$ cat src/include/nibble_pkg.sv
// Shared constants for the nibble reset, delay-select and calibration-enable control.
// Assumes one control clock and a synchronous active-high reset on both ends.
package nibble_pkg;
  localparam int LANES      = 6;
  localparam int TAP_W      = 9;
  localparam int READBACK_W = LANES * TAP_W;
  localparam logic [8:0] TAP_RST = 9'h000;
  localparam logic [5:0] LANE_RST = 6'h00;
  // Software register indices of the fabric-side controller
  localparam logic [3:0] REG_CTRL    = 4'h0;
  localparam logic [3:0] REG_SELECT  = 4'h1;
  localparam logic [3:0] REG_RXCAL   = 4'h2;
  localparam logic [3:0] REG_TXCAL   = 4'h3;
  localparam logic [3:0] REG_RXRST   = 4'h4;
  localparam logic [3:0] REG_TXRST   = 4'h5;
  localparam logic [3:0] REG_TRISRC  = 4'h6;
  localparam logic [3:0] REG_TRIDIR  = 4'h7;
  localparam logic [3:0] REG_STEP    = 4'h8;
  localparam logic [3:0] REG_LOADVAL = 4'h9;
  localparam logic [3:0] REG_RBLANE  = 4'hA;
  localparam logic [3:0] REG_RBVAL   = 4'hB;
  localparam logic [3:0] REG_CHAIN   = 4'hC;
  // Control register field positions
  localparam int CTRL_RST_BIT   = 0;
  localparam int CTRL_TRACK_BIT = 1;
  // Step register field positions
  localparam int STEP_INC_BIT  = 8;
  localparam int STEP_LOAD_BIT = 9;
  // Cycles the fabric waits after dropping calibration enables before stepping
  localparam int CAL_SETTLE_CYC = 2;
endpackage

$ cat src/include/nibble_if.sv
// Interface joining the nibble control logic and the fabric control logic.
// Assumes both ends run on the same control clock.
`timescale 1ns/1ps
interface nibble_if;
  logic        nib_rst;
  logic [5:0]  delay_path_select;
  logic [5:0]  dly_step;
  logic [5:0]  dly_inc;
  logic [5:0]  delay_load;
  logic [53:0] delay_load_value;
  logic [53:0] delay_readback;
  logic [5:0]  rx_calib_enable;
  logic [5:0]  tx_calib_enable;
  logic        global_tracking_enable;
  logic [5:0]  rx_rst;
  logic [5:0]  tx_rst;
  logic [5:0]  tristate_source_select;
  logic [5:0]  tri_direct;
  modport device (
    input  nib_rst, delay_path_select, dly_step, dly_inc, delay_load, delay_load_value,
    input  rx_calib_enable, tx_calib_enable, global_tracking_enable,
    input  rx_rst, tx_rst, tristate_source_select, tri_direct,
    output delay_readback
  );
  modport fabric (
    output nib_rst, delay_path_select, dly_step, dly_inc, delay_load, delay_load_value,
    output rx_calib_enable, tx_calib_enable, global_tracking_enable,
    output rx_rst, tx_rst, tristate_source_select, tri_direct,
    input  delay_readback
  );
endinterface

$ cat src/verilog/nibble_device.sv
// Nibble end: per-lane input/output delay taps, datapath resets, idle pad levels,
// tristate selection and calibration-enable gating; pads and chain ports on the user side.
// Assumes the fabric end drives the interface synchronously to REF_CLK.
`timescale 1ns/1ps
// Operation
// Nibble reset clears all paths and delays
// Nibble reset forces pads and tristate idle
// Select zero steers controls to input delay
// Select one steers controls to output delay
// Rx enable allows alignment and delay calibration
// Tx enable allows only delay calibration
// Enable plus global enable gives tracking
// Fabric drops both enables before delay change
// Register-port updates keep both enables high; step and load writes here drop both on their lanes
// Rx lane reset clears receive, keeps delay
// Tx lane reset clears transmit, keeps delay
// Tx lane reset forces pad and tristate idle
// Direct tristate input is purely combinational
// Start output goes to previous nibble
// Stop output to next, else own start
// Cross-byte clocks only to other nibbles
// Nibble six to eight uses downward clock
// Readback carries nine bits per lane
// Fabric synchronises resets and calibration enables
module nibble_device (
  // Clock and reset
  input  wire logic        REF_CLK,
  input  wire logic        SRST,
  nibble_if.device         ctl,
  // Lane data and idle levels
  input  wire logic [5:0]  TX_DATA,
  input  wire logic [5:0]  TX_IDLE,
  input  wire logic        TRI_IDLE,
  input  wire logic [5:0]  RX_PAD,
  output      logic [5:0]  TX_PAD,
  output      logic [5:0]  TRI_CTL,
  output      logic [5:0]  RX_DATA,
  // Calibration status per lane
  output      logic [5:0]  RX_ALIGN_CAL,
  output      logic [5:0]  RX_DELAY_CAL,
  output      logic [5:0]  TX_DELAY_CAL,
  output      logic [5:0]  RX_TRACK,
  output      logic [5:0]  TX_TRACK,
  // Calibration chain and cross-byte clocks
  input  wire logic        CALIB_START_IN,
  input  wire logic        CALIB_STOP_IN,
  input  wire logic        CROSS_BYTE_CLK_IN,
  output      logic        CALIB_START_OUT,
  output      logic        CALIB_STOP_OUT,
  output      logic        CROSS_BYTE_CLK_DOWN,
  output      logic        CROSS_BYTE_CLK_UP
);
  // Tap storage and registered pad-side state
  logic [8:0]  in_tap_r   [6];
  logic [8:0]  out_tap_r  [6];
  logic [5:0]  tx_pad_r;
  logic [5:0]  tri_reg_r;
  logic [5:0]  rx_data_r;
  logic [53:0] readback_r;
  // Calibration status mirrors
  logic [5:0]  rx_align_r;
  logic [5:0]  rx_delay_r;
  logic [5:0]  tx_delay_r;
  logic [5:0]  rx_track_r;
  logic [5:0]  tx_track_r;
  // Chain relay state
  logic        start_r;
  logic        stop_r;
  logic        xclk_r;
  // Shared decode
  wire  [5:0]  tri_mux;
  wire         nib_clear;
  wire  [5:0]  rx_track_nxt;
  wire  [5:0]  tx_track_nxt;
  wire         stop_nxt;

  assign nib_clear = SRST | ctl.nib_rst;

  genvar k;
  generate
    for (k = 0; k < nibble_pkg::LANES; k++) begin : g_lane
      // Path steering and per-lane holds
      wire       act_in;
      wire       act_out;
      wire [8:0] ld_val;
      wire       in_load;
      wire       in_step;
      wire       out_load;
      wire       out_step;
      wire [8:0] in_nxt;
      wire [8:0] out_nxt;
      wire [8:0] sel_tap;
      wire       tx_hold;
      wire       rx_hold;
      wire       tri_pick;

      assign act_in   = ~ctl.delay_path_select[k];
      assign act_out  = ctl.delay_path_select[k];
      assign ld_val   = ctl.delay_load_value[9*k +: 9];
      assign in_load  = act_in & ctl.delay_load[k];
      assign in_step  = act_in & ctl.dly_step[k];
      assign out_load = act_out & ctl.delay_load[k];
      assign out_step = act_out & ctl.dly_step[k];
      assign in_nxt   = ctl.dly_inc[k] ? in_tap_r[k] + 9'h001 : in_tap_r[k] - 9'h001;
      assign out_nxt  = ctl.dly_inc[k] ? out_tap_r[k] + 9'h001 : out_tap_r[k] - 9'h001;
      assign sel_tap  = act_out ? out_tap_r[k] : in_tap_r[k];
      assign tx_hold  = nib_clear | ctl.tx_rst[k];
      assign rx_hold  = nib_clear | ctl.rx_rst[k];
      assign tri_pick = ctl.tristate_source_select[k] ? ctl.tri_direct[k] : tri_reg_r[k];

      // Lane resets leave the taps alone so a datapath flush never costs calibration
      always_ff @(posedge REF_CLK) begin
        if (nib_clear) begin
          in_tap_r[k] <= nibble_pkg::TAP_RST;
        end else if (in_load) begin
          in_tap_r[k] <= ld_val;
        end else if (in_step) begin
          in_tap_r[k] <= in_nxt;
        end
      end

      always_ff @(posedge REF_CLK) begin
        if (nib_clear) begin
          out_tap_r[k] <= nibble_pkg::TAP_RST;
        end else if (out_load) begin
          out_tap_r[k] <= ld_val;
        end else if (out_step) begin
          out_tap_r[k] <= out_nxt;
        end
      end

      always_ff @(posedge REF_CLK) begin
        if (tx_hold) begin
          tx_pad_r[k] <= TX_IDLE[k];
        end else begin
          tx_pad_r[k] <= TX_DATA[k];
        end
      end

      // Registered tristate travels with transmit data and drives once out of reset
      always_ff @(posedge REF_CLK) begin
        if (tx_hold) begin
          tri_reg_r[k] <= TRI_IDLE;
        end else begin
          tri_reg_r[k] <= 1'b0;
        end
      end

      always_ff @(posedge REF_CLK) begin
        if (rx_hold) begin
          rx_data_r[k] <= 1'b0;
        end else begin
          rx_data_r[k] <= RX_PAD[k];
        end
      end

      // Direct route bypasses every flop; the idle level still wins during reset
      assign tri_mux[k] = tx_hold ? TRI_IDLE : tri_pick;

      always_ff @(posedge REF_CLK) begin
        readback_r[9*k +: 9] <= sel_tap;
      end
    end
  endgenerate

  // Status trails the enables by one cycle so that every status output leaves a flop
  assign rx_track_nxt = ctl.rx_calib_enable & {6{ctl.global_tracking_enable}};
  assign tx_track_nxt = ctl.tx_calib_enable & {6{ctl.global_tracking_enable}};

  always_ff @(posedge REF_CLK) begin
    if (SRST) begin
      rx_align_r <= nibble_pkg::LANE_RST;
      rx_delay_r <= nibble_pkg::LANE_RST;
      tx_delay_r <= nibble_pkg::LANE_RST;
      rx_track_r <= nibble_pkg::LANE_RST;
      tx_track_r <= nibble_pkg::LANE_RST;
    end else begin
      rx_align_r <= ctl.rx_calib_enable;
      rx_delay_r <= ctl.rx_calib_enable;
      tx_delay_r <= ctl.tx_calib_enable;
      rx_track_r <= rx_track_nxt;
      tx_track_r <= tx_track_nxt;
    end
  end

  // Chain ports pass tokens one cycle late; wiring of neighbours is left to the board
  assign stop_nxt = CALIB_START_IN | CALIB_STOP_IN;

  always_ff @(posedge REF_CLK) begin
    if (SRST) begin
      start_r <= 1'b0;
    end else begin
      start_r <= CALIB_STOP_IN;
    end
  end

  always_ff @(posedge REF_CLK) begin
    if (SRST) begin
      stop_r <= 1'b0;
    end else begin
      stop_r <= stop_nxt;
    end
  end

  always_ff @(posedge REF_CLK) begin
    if (SRST) begin
      xclk_r <= 1'b0;
    end else begin
      xclk_r <= CROSS_BYTE_CLK_IN;
    end
  end

  assign ctl.delay_readback  = readback_r;
  assign TX_PAD              = tx_pad_r;
  assign TRI_CTL             = tri_mux;
  assign RX_DATA             = rx_data_r;
  assign RX_ALIGN_CAL        = rx_align_r;
  assign RX_DELAY_CAL        = rx_delay_r;
  assign TX_DELAY_CAL        = tx_delay_r;
  assign RX_TRACK            = rx_track_r;
  assign TX_TRACK            = tx_track_r;
  assign CALIB_START_OUT     = start_r;
  assign CALIB_STOP_OUT      = stop_r;
  assign CROSS_BYTE_CLK_DOWN = xclk_r;
  assign CROSS_BYTE_CLK_UP   = xclk_r;
endmodule

$ cat src/flat_wrapper.sv
// flat-port wrapper written by rule: the top's interface ports become plain ports
module nibble_device_flat 
  (REF_CLK, SRST, TX_DATA, TX_IDLE, TRI_IDLE, RX_PAD, TX_PAD, TRI_CTL, RX_DATA, RX_ALIGN_CAL, RX_DELAY_CAL, TX_DELAY_CAL, RX_TRACK, TX_TRACK, CALIB_START_IN, CALIB_STOP_IN, CROSS_BYTE_CLK_IN, CALIB_START_OUT, CALIB_STOP_OUT, CROSS_BYTE_CLK_DOWN, CROSS_BYTE_CLK_UP, ctl_nib_rst, ctl_delay_path_select, ctl_dly_step, ctl_dly_inc, ctl_delay_load, ctl_delay_load_value, ctl_rx_calib_enable, ctl_tx_calib_enable, ctl_global_tracking_enable, ctl_rx_rst, ctl_tx_rst, ctl_tristate_source_select, ctl_tri_direct, ctl_delay_readback);
  nibble_if ctl_i ();
  input  wire logic REF_CLK;
  input  wire logic SRST;
  input  wire logic [5:0] TX_DATA;
  input  wire logic [5:0] TX_IDLE;
  input  wire logic TRI_IDLE;
  input  wire logic [5:0] RX_PAD;
  output      logic [5:0] TX_PAD;
  output      logic [5:0] TRI_CTL;
  output      logic [5:0] RX_DATA;
  output      logic [5:0] RX_ALIGN_CAL;
  output      logic [5:0] RX_DELAY_CAL;
  output      logic [5:0] TX_DELAY_CAL;
  output      logic [5:0] RX_TRACK;
  output      logic [5:0] TX_TRACK;
  input  wire logic CALIB_START_IN;
  input  wire logic CALIB_STOP_IN;
  input  wire logic CROSS_BYTE_CLK_IN;
  output      logic CALIB_START_OUT;
  output      logic CALIB_STOP_OUT;
  output      logic CROSS_BYTE_CLK_DOWN;
  output      logic CROSS_BYTE_CLK_UP;
  input wire logic [$bits(ctl_i.nib_rst)-1:0] ctl_nib_rst;
  input wire logic [$bits(ctl_i.delay_path_select)-1:0] ctl_delay_path_select;
  input wire logic [$bits(ctl_i.dly_step)-1:0] ctl_dly_step;
  input wire logic [$bits(ctl_i.dly_inc)-1:0] ctl_dly_inc;
  input wire logic [$bits(ctl_i.delay_load)-1:0] ctl_delay_load;
  input wire logic [$bits(ctl_i.delay_load_value)-1:0] ctl_delay_load_value;
  input wire logic [$bits(ctl_i.rx_calib_enable)-1:0] ctl_rx_calib_enable;
  input wire logic [$bits(ctl_i.tx_calib_enable)-1:0] ctl_tx_calib_enable;
  input wire logic [$bits(ctl_i.global_tracking_enable)-1:0] ctl_global_tracking_enable;
  input wire logic [$bits(ctl_i.rx_rst)-1:0] ctl_rx_rst;
  input wire logic [$bits(ctl_i.tx_rst)-1:0] ctl_tx_rst;
  input wire logic [$bits(ctl_i.tristate_source_select)-1:0] ctl_tristate_source_select;
  input wire logic [$bits(ctl_i.tri_direct)-1:0] ctl_tri_direct;
  output wire logic [$bits(ctl_i.delay_readback)-1:0] ctl_delay_readback;
  assign ctl_i.nib_rst = ctl_nib_rst;
  assign ctl_i.delay_path_select = ctl_delay_path_select;
  assign ctl_i.dly_step = ctl_dly_step;
  assign ctl_i.dly_inc = ctl_dly_inc;
  assign ctl_i.delay_load = ctl_delay_load;
  assign ctl_i.delay_load_value = ctl_delay_load_value;
  assign ctl_i.rx_calib_enable = ctl_rx_calib_enable;
  assign ctl_i.tx_calib_enable = ctl_tx_calib_enable;
  assign ctl_i.global_tracking_enable = ctl_global_tracking_enable;
  assign ctl_i.rx_rst = ctl_rx_rst;
  assign ctl_i.tx_rst = ctl_tx_rst;
  assign ctl_i.tristate_source_select = ctl_tristate_source_select;
  assign ctl_i.tri_direct = ctl_tri_direct;
  assign ctl_delay_readback = ctl_i.delay_readback;
  nibble_device u_core (.REF_CLK(REF_CLK), .SRST(SRST), .ctl(ctl_i), .TX_DATA(TX_DATA), .TX_IDLE(TX_IDLE), .TRI_IDLE(TRI_IDLE), .RX_PAD(RX_PAD), .TX_PAD(TX_PAD), .TRI_CTL(TRI_CTL), .RX_DATA(RX_DATA), .RX_ALIGN_CAL(RX_ALIGN_CAL), .RX_DELAY_CAL(RX_DELAY_CAL), .TX_DELAY_CAL(TX_DELAY_CAL), .RX_TRACK(RX_TRACK), .TX_TRACK(TX_TRACK), .CALIB_START_IN(CALIB_START_IN), .CALIB_STOP_IN(CALIB_STOP_IN), .CROSS_BYTE_CLK_IN(CROSS_BYTE_CLK_IN), .CALIB_START_OUT(CALIB_START_OUT), .CALIB_STOP_OUT(CALIB_STOP_OUT), .CROSS_BYTE_CLK_DOWN(CROSS_BYTE_CLK_DOWN), .CROSS_BYTE_CLK_UP(CROSS_BYTE_CLK_UP));
endmodule
$ cat config.mk
export PLATFORM = sky130hd
export DESIGN_NAME = nibble_device_flat
export DESIGN_NICKNAME = d
export VERILOG_FILES = /design/src/include/nibble_pkg.sv /design/src/include/nibble_if.sv /design/src/verilog/nibble_device.sv /design/src/flat_wrapper.sv
export SDC_FILE = /design/constraint.sdc
export NUM_CORES = 1
export LEC_CHECK = 0
export BUFFER_PORTS_ARGS = -buffer_cell sky130_fd_sc_hd__buf_2
export CORE_UTILIZATION = 30
export CTS_BUF_LIST = sky130_fd_sc_hd__clkbuf_2 sky130_fd_sc_hd__clkbuf_4 sky130_fd_sc_hd__clkbuf_8
export DETAILED_ROUTE_END_ITERATION = 10
export GPL_ROUTABILITY_DRIVEN = 0
export GPL_TIMING_DRIVEN = 0
export PLACE_DENSITY_LB_ADDON = 0.1
export SLEW_MARGIN = 20
export SYNTH_ARGS = -nofsm -noshare
export SYNTH_HDL_FRONTEND = slang
export SYNTH_SLANG_ARGS = --single-unit
$ cat constraint.sdc
create_clock -name REF_CLK -period 2.02 [get_ports REF_CLK]
set_input_delay 0 -clock REF_CLK [delete_from_list [all_inputs] [get_ports REF_CLK]]
set_output_delay 0 -clock REF_CLK [all_outputs]
set_load 0.01 [all_outputs]
==> qor.txt, run 1 <==
clock transition at the registers of the reported paths -> 0.06 ns
cell area after technology mapping -> 11500 um2
commonest register cell after synthesis -> edfxtp_1
setup violation total in the final timing report -> 1
static leakage -> 0.00717 uW
global-route usage over all layers -> 17.1%
number of design-rule violations left by the first detailed-router iteration -> 416
final-report hold violation count -> 0
area growth from synthesis to layout -> 41.5%
highest clock rate -> 495 MHz
worst-case reg-to-reg path depth -> 6
average cell area after synthesis -> 10.6 um2
crit end category -> flip-flop
pin count of the biggest net entering global routing -> 17
via count -> 9986
Synthesized Nets -> 1326
critical path data arrival time -> 2.38 ns
Skew-Pair Late Insertion Delay -> 0.60 ns
fraction of layout cells with a size suffix above 1 -> 30.9%
synth warn -> 0
Antenna Cells -> 0
effective utilization at floorplan -> 30.6%
count of antenna-violating nets left after detailed routing -> 0
pre-CTS setup slack -> -0.972 ns
minimum hold slack -> 0.0577 ns
Pwr per Cell Area -> 741 nW/um2
CP max FO -> 3
required time at the endpoint of the critical path -> 2.38 ns
DRC Markers -> 0
final setup margin -> -0.000543 ns
TritonCTS clock tree -> yes
Post-synth EDFFs -> 108
depth of the CTS H-tree -> 2
placed standard-cell area -> 13400 um2
wire per inst -> 16.1 um
floorplan die area -> 39200 um2
first-pass GRT wire length -> 52.2 mm
clock sink count -> 207
number of port buffers -> 244
clock period minus worst slack -> 2.02 ns
router iterations before antenna repair -> 5
Detail Placement HPWL -> 23.5 mm
Slew Viols, Final -> 0
measured slew at the worst slew-check pin -> 0.879 ns
Critical Path Source Type -> flip-flop
placement row count -> 71
Async S/R FF share, synth -> 0%
via density per instance -> 4.76
Inserted Clock Buffers -> 41
floorplan die width -> 198 um
cell depth of the worst hold path -> 3
final period utilization -> 100%
post-synthesis cell type count -> 45
total gr overflow -> 0
vertical die dimension -> 198 um
top-level I/O count -> 246
sequential-to-total area share from yosys stat -> 45.3%
Layout Nets -> 1791
Relative slew margins -> 41.0%
violations in the final reports -> setup timing
area of the placeable core -> 37800 um2
fin area -> 16300 um2
Cells after Synth -> 1090
via count of the first global-routing pass -> 9894
Hold/Removal Path Class -> primary input to flip-flop
buffers from clock root to sink, at most -> 3
start-to-end type of the worst setup path -> flip-flop to flip-flop
wire length after detailed routing -> 33.8 mm
IR drop worst, VDD -> 0.479 mV
RSZ-0062 raised after global routing -> true
power consumption -> 12100 uW
initial antenna violation count -> 1
flops & latches, synth -> 207
status -> finished, violations left
clk root buf -> clkbuf_8
max-cap violations -> 0
clock skew -> 0.0315 ns
placed cells by master (no fill, tap or decap), types with 6 or more instances in the layout:
master and count:
a211oi_1 18, a211oi_2 18, a211oi_4 6, a21o_1 24
a21oi_1 44, a21oi_2 6, a22o_1 28, and2_1 12
buf_2 246, buf_4 39, clkbuf_1 13, clkbuf_4 16
clkbuf_8 51, dfxtp_1 99, dlygate4sd3_1 146, edfxtp_1 108
fa_2 12, ha_1 80, inv_1 24, mux2_2 59
mux2i_1 6, nand2_1 112, nor2_1 50, nor2_2 6
nor2b_1 18, nor3_1 11, nor3b_1 12, o211ai_1 14
o21ai_0 131, o21ai_1 17, o21bai_1 23, o31ai_2 6
xnor2_1 33, xor2_1 45
per-layer routing:
layer  vias to the layer above  part of all wire, %  GRT usage, %
met3                        55                  5.7          3.71
met2                       297                   45          27.1
met1                      4651                   47          23.1
met4                         2                  2.3          5.20
li1                       4981                    -             -
met5                         -                0.038             0
registers in the layout (all words and copies together) (netlist names):
name and cells:
u_core.CALIB_STOP_OUT 1, u_core.TX_TRACK 6, u_core.in_tap_r 54, u_core.RX_TRACK 6, u_core.tri_reg_r 6, u_core.RX_ALIGN_CAL 6, u_core.out_tap_r 54, u_core.TX_DELAY_CAL 6
u_core.RX_DATA 6, u_core.CROSS_BYTE_CLK_DOWN 1, u_core.TX_PAD 6, u_core.ctl.delay_readback 54, u_core.CALIB_START_OUT 1
power by group:
part | internal, uW | total [uW] | leakage (uW) | switching, uW
Clock | 2840 | 4800 | 0.000496 | 1960
Sequential | 4720 | 4870 | 0.00205 | 151
Combinational | 1190 | 2430 | 0.00462 | 1240
cell usage after synthesis, types with 2 or more instances:
cell | count | share of area [%]
xor2_1 | 45 | 3.4
nor3_1 | 11 | 0.48
xnor2_1 | 33 | 2.5
nor3_2 | 3 | 0.26
buf_1 | 2 | 0.065
nor4b_4 | 3 | 0.62
nand2_1 | 112 | 3.6
o221ai_1 | 5 | 0.38
a211o_1 | 5 | 0.38
o21ai_0 | 147 | 6.4
a22o_1 | 28 | 2.1
mux2i_1 | 6 | 0.52
nor3b_1 | 12 | 0.78
nor2_1 | 56 | 1.8
ha_1 | 84 | 9.1
fa_1 | 12 | 2.1
nor2b_1 | 18 | 0.98
edfxtp_1 | 108 | 28
and3_1 | 4 | 0.22
and2b_1 | 2 | 0.13
nand4b_1 | 3 | 0.23
dfxtp_1 | 99 | 17
clkbuf_1 | 14 | 0.46
o211ai_1 | 14 | 0.91
o21bai_1 | 23 | 1.5
and2_1 | 12 | 0.65
mux2_2 | 59 | 5.8
nand2b_1 | 2 | 0.11
buf_2 | 2 | 0.087
inv_2 | 2 | 0.065
inv_1 | 24 | 0.78
a211oi_1 | 42 | 2.7
a21oi_1 | 50 | 2.2
o31ai_1 | 8 | 0.52
buf_4 | 7 | 0.46
a21o_1 | 24 | 1.6
stage by stage:
step	utilization (%)	instances	TNS, ns
global placement	35.5	1845	-141.46
finish	43.2	2099	-0.000543
detailed placement	35.6	1849	-124.09
CTS	42.4	2082	0
floorplan	-	1090	0
global route	43.2	2099	-0.346
critical path, stage by stage (launching register included):
cell and delay (ns):
edfxtp_1 0.44, fa_2 0.42, a211oi_2 0.30, nor2_2 0.08, o31ai_2 0.26, xnor2_1 0.09, a22o_1 0.18
cell families (layout without fill, tap and decap cells):
| kind of cell | after synthesis | after routing | synth area share [%] |
|---|---|---|---|
| flip-flops | 207 | 207 | 45.3 |
| multiplexers | 65 | 65 | 6.28 |
| AND/OR/NAND/NOR | 243 | 243 | 10.4 |
| buffers and inverters | 53 | 551 | 2.14 |
| adder cells (fa/ha/maj) | 96 | 96 | 11.2 |
| XOR/XNOR | 78 | 78 | 5.92 |
| AO/OA/AOI/OAI | 348 | 348 | 18.8 |
area by class of cell:
type                       instances  area (um2)
buffer                            27         150
clock inverter                     9         104
inverter                          26        97.6
timing repair buffer             422        2920
tap                              511         639
fill                            3655       21400
multi-input combinational        830        6360
sequential                       207        5230
clock buffer                      67         822
path summary, 6_finish.rpt:
check                          from                            end  slack, ns
max reg2reg  u_core.out_tap_r[1][1]         u_core.out_tap_r[1][8]    -0.0005
min                            SRST         u_core.RX_ALIGN_CAL[2]       0.06
max          u_core.out_tap_r[1][1]         u_core.out_tap_r[1][8]    -0.0005
min reg2reg  u_core.in_tap_r[0][11]  u_core.ctl.delay_readback[11]       0.48
what timing repair did:
item / 4_1_cts / 5_1_grt
endpoints found under the setup margin: 131 / 52
hold buffers: 146 / 0
hold endpoints to repair: 168 / 0
gates resized for setup: 27 / 47
pin swaps: 2 / 41
setup buffers: 11 / 17
No activity file was read; power rests on OpenSTA's default activity.
==> run 2: changes to the inputs <==
--- a/config.mk
+++ b/config.mk
@@ -5,6 +5,7 @@
 export SDC_FILE = /design/constraint.sdc
 export NUM_CORES = 1
 export LEC_CHECK = 0
+export ABC_AREA = 1
 export BUFFER_PORTS_ARGS = -buffer_cell sky130_fd_sc_hd__buf_2
 export CORE_UTILIZATION = 30
 export CTS_BUF_LIST = sky130_fd_sc_hd__clkbuf_2 sky130_fd_sc_hd__clkbuf_4 sky130_fd_sc_hd__clkbuf_8
==> qor.txt, run 2 <==
Relative slew margins -> 51.0% (+10 points)
required time at the endpoint of the critical path -> 2.38 ns (about the same)
Inserted Clock Buffers -> 43 (+4.9%)
IR drop worst, VDD -> 0.403 mV (-16%)
most area-consuming cells after synthesis -> edfxtp_1 26%, nand2_1 18%, dfxtp_1 16%, ha_1 8.4%, inv_1 6.6%
Async S/R FF share, synth -> 0% (unchanged)
area growth from synthesis to layout -> 36.8%
initial antenna violation count -> 1 (unchanged)
highest-count cells in the layout ignoring fill and taps -> 616 x nand2_1, 251 x buf_2, 214 x inv_1
sequential-to-total area share from yosys stat -> 41.7% (-3.6 points)
leading cell type in the layout, fill and taps excluded -> nand2_1
synth warn -> 0 (unchanged)
post-synthesis cell type count -> 35 (-22%)
Critical Path Source Type -> flip-flop
R2R setup slack -> 0.07 ns (+0.07 ns)
wire length after detailed routing -> 38.3 mm (+13%)
worst-case reg-to-reg path depth -> 4 (-2)
Detail Placement HPWL -> 27.7 mm (+18%)
Layout Nets -> 2332 (+30%)
Cells after Synth -> 1636 (+50%)
count of antenna-violating nets left after detailed routing -> 0 (unchanged)
floorplan die area -> 42600 um2 (+8.4%)
final-report hold violation count -> 0 (unchanged)
pre-CTS setup slack -> -0.289 ns (+0.683 ns)
floorplan die width -> 206 um (+4.1%)
commonest register cell after synthesis -> edfxtp_1
via density per instance -> 4.49 (-5.6%)
critical path data arrival time -> 2.30 ns (-0.08 ns)
depth of the CTS H-tree -> 2 (unchanged)
setup violation total in the final timing report -> 0 (-1)
Setup TNS -> 0 ns (+0.000543 ns)
average cell area after synthesis -> 7.65 um2 (-28%)
cell area after technology mapping -> 12500 um2 (+8.5%)
number of port buffers -> 244 (unchanged)
effective utilization at floorplan -> 30.5% (about the same)
endpoint of the worst register-to-register path -> u_core.out_tap_r[4][2]
fraction of layout cells with a size suffix above 1 -> 18.8% (-12 points)
post-layout utilization of the core -> 41.7% (-1.5 points)
CP max FO -> 4 (+1)
final period utilization -> 96.4% (-3.7 points)
clock sink count -> 207 (unchanged)
Antenna Cells -> 0 (unchanged)
top-count cell post-synth -> nand2_1
Pwr per Cell Area -> 719 nW/um2 (-3.0%)
highest clock rate -> 514 MHz (+3.8%)
fill cell instance count of the final layout -> 4275 (+17%)
flops & latches, synth -> 207 (unchanged)
final setup margin -> 0.0734 ns (+0.0739 ns)
clk root buf -> clkbuf_8
Hold/Removal Path Class -> primary input to flip-flop
Worst Hold Launch -> TRI_IDLE
pin count of the biggest net entering global routing -> 17 (unchanged)
measured slew at the worst slew-check pin -> 0.735 ns (-0.145 ns)
RSZ-0062 raised after global routing -> false
wire per inst -> 14.4 um (-11%)
buffers from clock root to sink, at most -> 3 (unchanged)
Post-synth EDFFs -> 108 (unchanged)
router iterations before antenna repair -> 8 (+3)
share of the synthesized area in the top cell type -> 25.9% (-2.2 points)
vertical die dimension -> 206 um (+4.1%)
violations in the final reports -> DRC
cell depth of the worst hold path -> 4 (+1)
Hold Path End -> u_core.tri_reg_r[2]
leading area contributor after synthesis -> edfxtp_1
clock period minus worst slack -> 1.95 ns (-0.0739 ns)
max-cap violations -> 0 (unchanged)
DRC Markers -> 36 (+36)
start-to-end type of the worst setup path -> flip-flop to flip-flop
Synthesized Nets -> 1872 (+41%)
global-route usage over all layers -> 17.9% (+0.82 points)
first-pass GRT wire length -> 59.4 mm (+14%)
area of the placeable core -> 41000 um2 (+8.6%)
status -> finished, violations left
TritonCTS clock tree -> yes
startpoint of the lowest-slack register-to-register path -> u_core.out_tap_r[4][0]
clock skew -> 0.0223 ns (-0.00924 ns)
top cells by instance count after synthesis -> 616 x nand2_1, 219 x inv_1, 108 x edfxtp_1, 108 x nand3_1, 101 x nor2_1
top-level I/O count -> 246 (unchanged)
via count -> 11957 (+20%)
Skew-Pair Late Insertion Delay -> 0.60 ns (about the same)
via count of the first global-routing pass -> 11804 (+19%)
clock transition at the registers of the reported paths -> 0.06 ns (about the same)
static leakage -> 0.00887 uW (+24%)
placement row count -> 74 (+4.2%)
total gr overflow -> 0 (unchanged)
crit end category -> flip-flop
Slew Viols, Final -> 0 (unchanged)
number of design-rule violations left by the first detailed-router iteration -> 437 (+5.0%)
run 2: cell count changes after synthesis, moves of 23 or more:
cell	previous run	this run
a22o_1	28	0
xor2_1	45	15
nand2_1	112	616
nand3_1	0	108
o21bai_1	23	0
inv_1	24	219
nand3b_1	0	34
xnor2_1	33	10
nor2_1	56	101
mux2_2	59	1
o21ai_0	147	44
a211oi_1	42	0
o22ai_1	0	31
run 2: power breakdown:
group          internal, uW  switching (uW)
clock                  2930            2040
combinational          1050            1380
sequential             4750             171
run 2: worst max path at each step:
stage / start / end / slack (ns) / cells after the start
final: u_core.out_tap_r[4][0] / u_core.out_tap_r[4][2] / 0.07 / 4
after global routing: ctl_dly_inc[3] / u_core.in_tap_r[1][13] / 0.006 / 9
after CTS: u_core.out_tap_r[4][0] / u_core.out_tap_r[4][2] / 0.04 / 4
after detailed placement: ctl_nib_rst / u_core.out_tap_r[0][6] / -0.29 / 7
after global placement: ctl_nib_rst / u_core.out_tap_r[0][7] / -0.28 / 7
after floorplan: ctl_dly_inc[4] / u_core.in_tap_r[2][7] / 0.44 / 9
run 2: final cells by class:
class	instances	area [um2]	share of cell area [%]
sequential	207	5230	30.5
buffer	21	136	0.796
timing repair buffer	415	2960	17.3
inverter	230	890	5.20
clock inverter	8	97.6	0.570
clock buffer	70	857	5.01
multi-input combinational	1178	6290	36.7
tap	532	666	3.89
run 2: cells by family (layout without fill, tap and decap cells):
kind of cell	after synthesis	count (layout)	synth area share, %
AOI/OAI and AO/OA	135	135	6.05
xor gates and xnor gates	25	25	1.75
buffers and inverters	251	744	8.04
and+or+nand+nor	916	916	31.6
DFF	207	207	41.7
muxes	6	6	0.540
adders and majority gates	96	96	10.3
run 2: repair_timing:
| item | 4_1_cts | 5_1_grt |
|---|---|---|
| endpoints found under the hold margin | 207 | 0 |
| buffers inserted | 0 | 4 |
| gates resized for setup | 0 | 6 |
| setup endpoints to repair | 0 | 27 |
| hold buffers | 167 | 0 |
run 2: routing by layer:
layer,part of all wire (%),global-route usage (%),vias up,wire length (um)
met4,3.8,8.32,2,1460
met1,45,22.4,5395,17400
li1,-,-,6204,-
met5,0.034,0,-,13
met3,5.1,3.25,84,1960
met2,46,29.7,272,17500
run 2: stage by stage:
stage	std cells	hold WS, ns	instance area, um2	total power (uW)
2_1_floorplan	1636	0.0716	12500	6420
6_report	2661	0.103	17100	12300
5_1_grt	2661	0.124	17100	13000
3_3_place_gp	2412	0.157	14400	7160
3_5_place_dp	2412	0.162	14400	7180
4_1_cts	2657	0.0762	17000	12500
run 2: critical path: stages, from the launching register on:
cell and delay [ns]:
edfxtp_1 0.47, fa_2 0.41, xnor2_1 0.17, o22ai_1 0.09, dlygate4sd3_1 0.55
==> run 3: changes to the inputs <==
==> constraint.sdc (replaced) <==
create_clock -name REF_CLK -period 2.02 [get_ports REF_CLK]
set_input_delay 0 -clock REF_CLK [delete_from_list [all_inputs] [get_ports REF_CLK]]
set_output_delay 0 -clock REF_CLK [all_outputs]
set_load 0.1 [all_outputs]
==> qor.txt, run 3 (synthesized netlist as in run 2, its figures left out) <==
DRC Markers -> 30 (-17%)
area of the placeable core -> 41000 um2 (unchanged)
Antenna Cells -> 0 (unchanged)
fill cell instance count of the final layout -> 4286 (+0.26%)
worst-case reg-to-reg path depth -> 9 (+5)
wire length after detailed routing -> 38.6 mm (+0.80%)
Skew-Pair Late Insertion Delay -> 0.59 ns (about the same)
combined area of the multi-input logic cells -> 6290 um2 (about the same)
Hold Path End -> u_core.out_tap_r[0][2]
Hold/Removal Path Class -> primary input to flip-flop
Detail Placement HPWL -> 28.0 mm (+1.2%)
total gr overflow -> 0 (unchanged)
cell depth of the worst hold path -> 5 (+1)
clock transition at the registers of the reported paths -> 0.06 ns (about the same)
depth of the CTS H-tree -> 2 (unchanged)
timing startpoint of the critical path -> ctl_dly_inc[5]
crit end category -> flip-flop
static leakage -> 0.00889 uW (+0.14%)
critical path data arrival time -> 2.28 ns (-0.02 ns)
final period utilization -> 96.8% (+0.41 points)
endpoint of the worst register-to-register path -> u_core.out_tap_r[4][6]
highest-count cells in the layout ignoring fill and taps -> 616 x nand2_1, 251 x buf_2, 213 x inv_1
setup violation total in the final timing report -> 0 (unchanged)
number of port buffers -> 244 (unchanged)
placement row count -> 74 (unchanged)
Slew Viols, Final -> 0 (unchanged)
RSZ-0062 raised after global routing -> false
start-to-end type of the worst setup path -> primary input to flip-flop
wire per inst -> 14.5 um (+0.76%)
buffers from clock root to sink, at most -> 3 (unchanged)
Reg area -> 5230 um2 (unchanged)
effective utilization at floorplan -> 30.5% (unchanged)
floorplan die area -> 42600 um2 (unchanged)
via count -> 11783 (-1.5%)
final-report hold violation count -> 0 (unchanged)
required time at the endpoint of the critical path -> 2.34 ns (-0.04 ns)
clock period minus worst slack -> 1.95 ns (+0.00823 ns)
floorplan die width -> 206 um (unchanged)
TritonCTS clock tree -> yes
clk root buf -> clkbuf_8
Critical Path Source Type -> primary input
Relative slew margins -> 35.3% (-16 points)
measured slew at the worst slew-check pin -> 0.970 ns (+0.235 ns)
violations in the final reports -> DRC
power consumption -> 13300 uW (+7.8%)
clock skew -> 0.0226 ns (+0.000369 ns)
router iterations before antenna repair -> 7 (-1)
pin count of the biggest net entering global routing -> 17 (unchanged)
R2R setup slack -> 0.27 ns (+0.20 ns)
via count of the first global-routing pass -> 11718 (-0.73%)
fraction of layout cells with a size suffix above 1 -> 18.8% (about the same)
global-route usage over all layers -> 18.2% (+0.28 points)
initial antenna violation count -> 0 (-1)
highest clock rate -> 512 MHz (-0.42%)
CP max FO -> 16 (+12)
Pwr per Cell Area -> 775 nW/um2 (+7.7%)
clock sink count -> 207 (unchanged)
status -> finished, violations left
count of antenna-violating nets left after detailed routing -> 0 (unchanged)
top-level I/O count -> 246 (unchanged)
IR drop worst, VDD -> 0.465 mV (+15%)
vertical die dimension -> 206 um (unchanged)
Worst Hold Launch -> ctl_delay_load[0]
fin area -> 17100 um2 (about the same)
Layout Nets -> 2333 (+0.043%)
first-pass GRT wire length -> 60.1 mm (+1.1%)
area growth from synthesis to layout -> 36.9% (about the same)
leading cell type in the layout, fill and taps excluded -> nand2_1
max-cap violations -> 0 (unchanged)
number of design-rule violations left by the first detailed-router iteration -> 452 (+3.4%)
startpoint of the lowest-slack register-to-register path -> u_core.out_tap_r[4][0]
Inserted Clock Buffers -> 41 (-4.7%)
via density per instance -> 4.43 (-1.5%)
placed standard-cell area -> 14400 um2 (unchanged)
==> run 3: how the worst max path moves through the flow <==
stage | endpoint | slack [ns]
2_1_floorplan | TRI_CTL[1] | 0.15
4_1_cts | u_core.out_tap_r[4][5] | 0.02
3_3_place_gp | u_core.out_tap_r[1][7] | -0.31
5_1_grt | u_core.out_tap_r[2][6] | 0.004
6_report | u_core.in_tap_r[2][15] | 0.07
3_5_place_dp | u_core.out_tap_r[1][7] | -0.36
==> run 3: repair_timing <==
action / 4_1_cts / 5_1_grt
endpoints found under the setup margin: 0 / 42
buffers inserted: 0 / 8
hold buffers: 166 / 0
gates resized for setup: 0 / 6
endpoints found under the hold margin: 207 / 0
==> run 3: area by class of cell <==
| cell class | instances | share of cell area (%) |
|---|---|---|
| clock buffers | 58 | 4.33 |
| clock inverters | 18 | 1.12 |
| repair buffers | 418 | 17.5 |
| multi-input cells | 1178 | 36.7 |
| flip-flops and latches | 207 | 30.5 |
| plain buffers | 21 | 0.796 |
| well taps | 532 | 3.88 |
| inverters | 230 | 5.21 |
==> run 3: per-layer routing <==
metal  share of wire (%)  track usage (%)  wire [um]
met4                 2.4             6.30        912
met5                   0                0          0
met2                  48             31.3      18500
met3                 4.8             3.44       1850
met1                  45             22.6      17400
==> run 3: report_power, final <==
| part | switching (uW) | leakage (uW) | internal, uW |
|---|---|---|---|
| sequential | 166 | 0.00205 | 4750 |
| clock | 2030 | 0.000493 | 2900 |
| combinational | 2390 | 0.00634 | 1050 |
| total | 4590 | 0.00889 | 8700 |
==> run 3: metrics by stage <==
stage	util (%)	setup TNS [ns]	hold slack (ns)	setup WS, ns	instances
finish	41.8	0	0.0543	0.0651	2662
CTS	41.5	0	0.00189	0.0187	2654
detailed placement	35.1	-17.69	0.160	-0.359	2412
global placement	35.1	-17.08	0.158	-0.311	2412
global route	41.8	0	0.0441	0.00436	2662
floorplan	-	0	0.0716	0.149	1636
==> run 3: worst max-delay path: stages <==
cell           delay [ns]
dlygate4sd3_1        0.53
buf_2                0.18
clkinvlp_4           0.38
ha_1                 0.48
or2_2                0.34
nand3b_1             0.10
nand2_1              0.08
nor2_1               0.10
o21ai_1              0.07
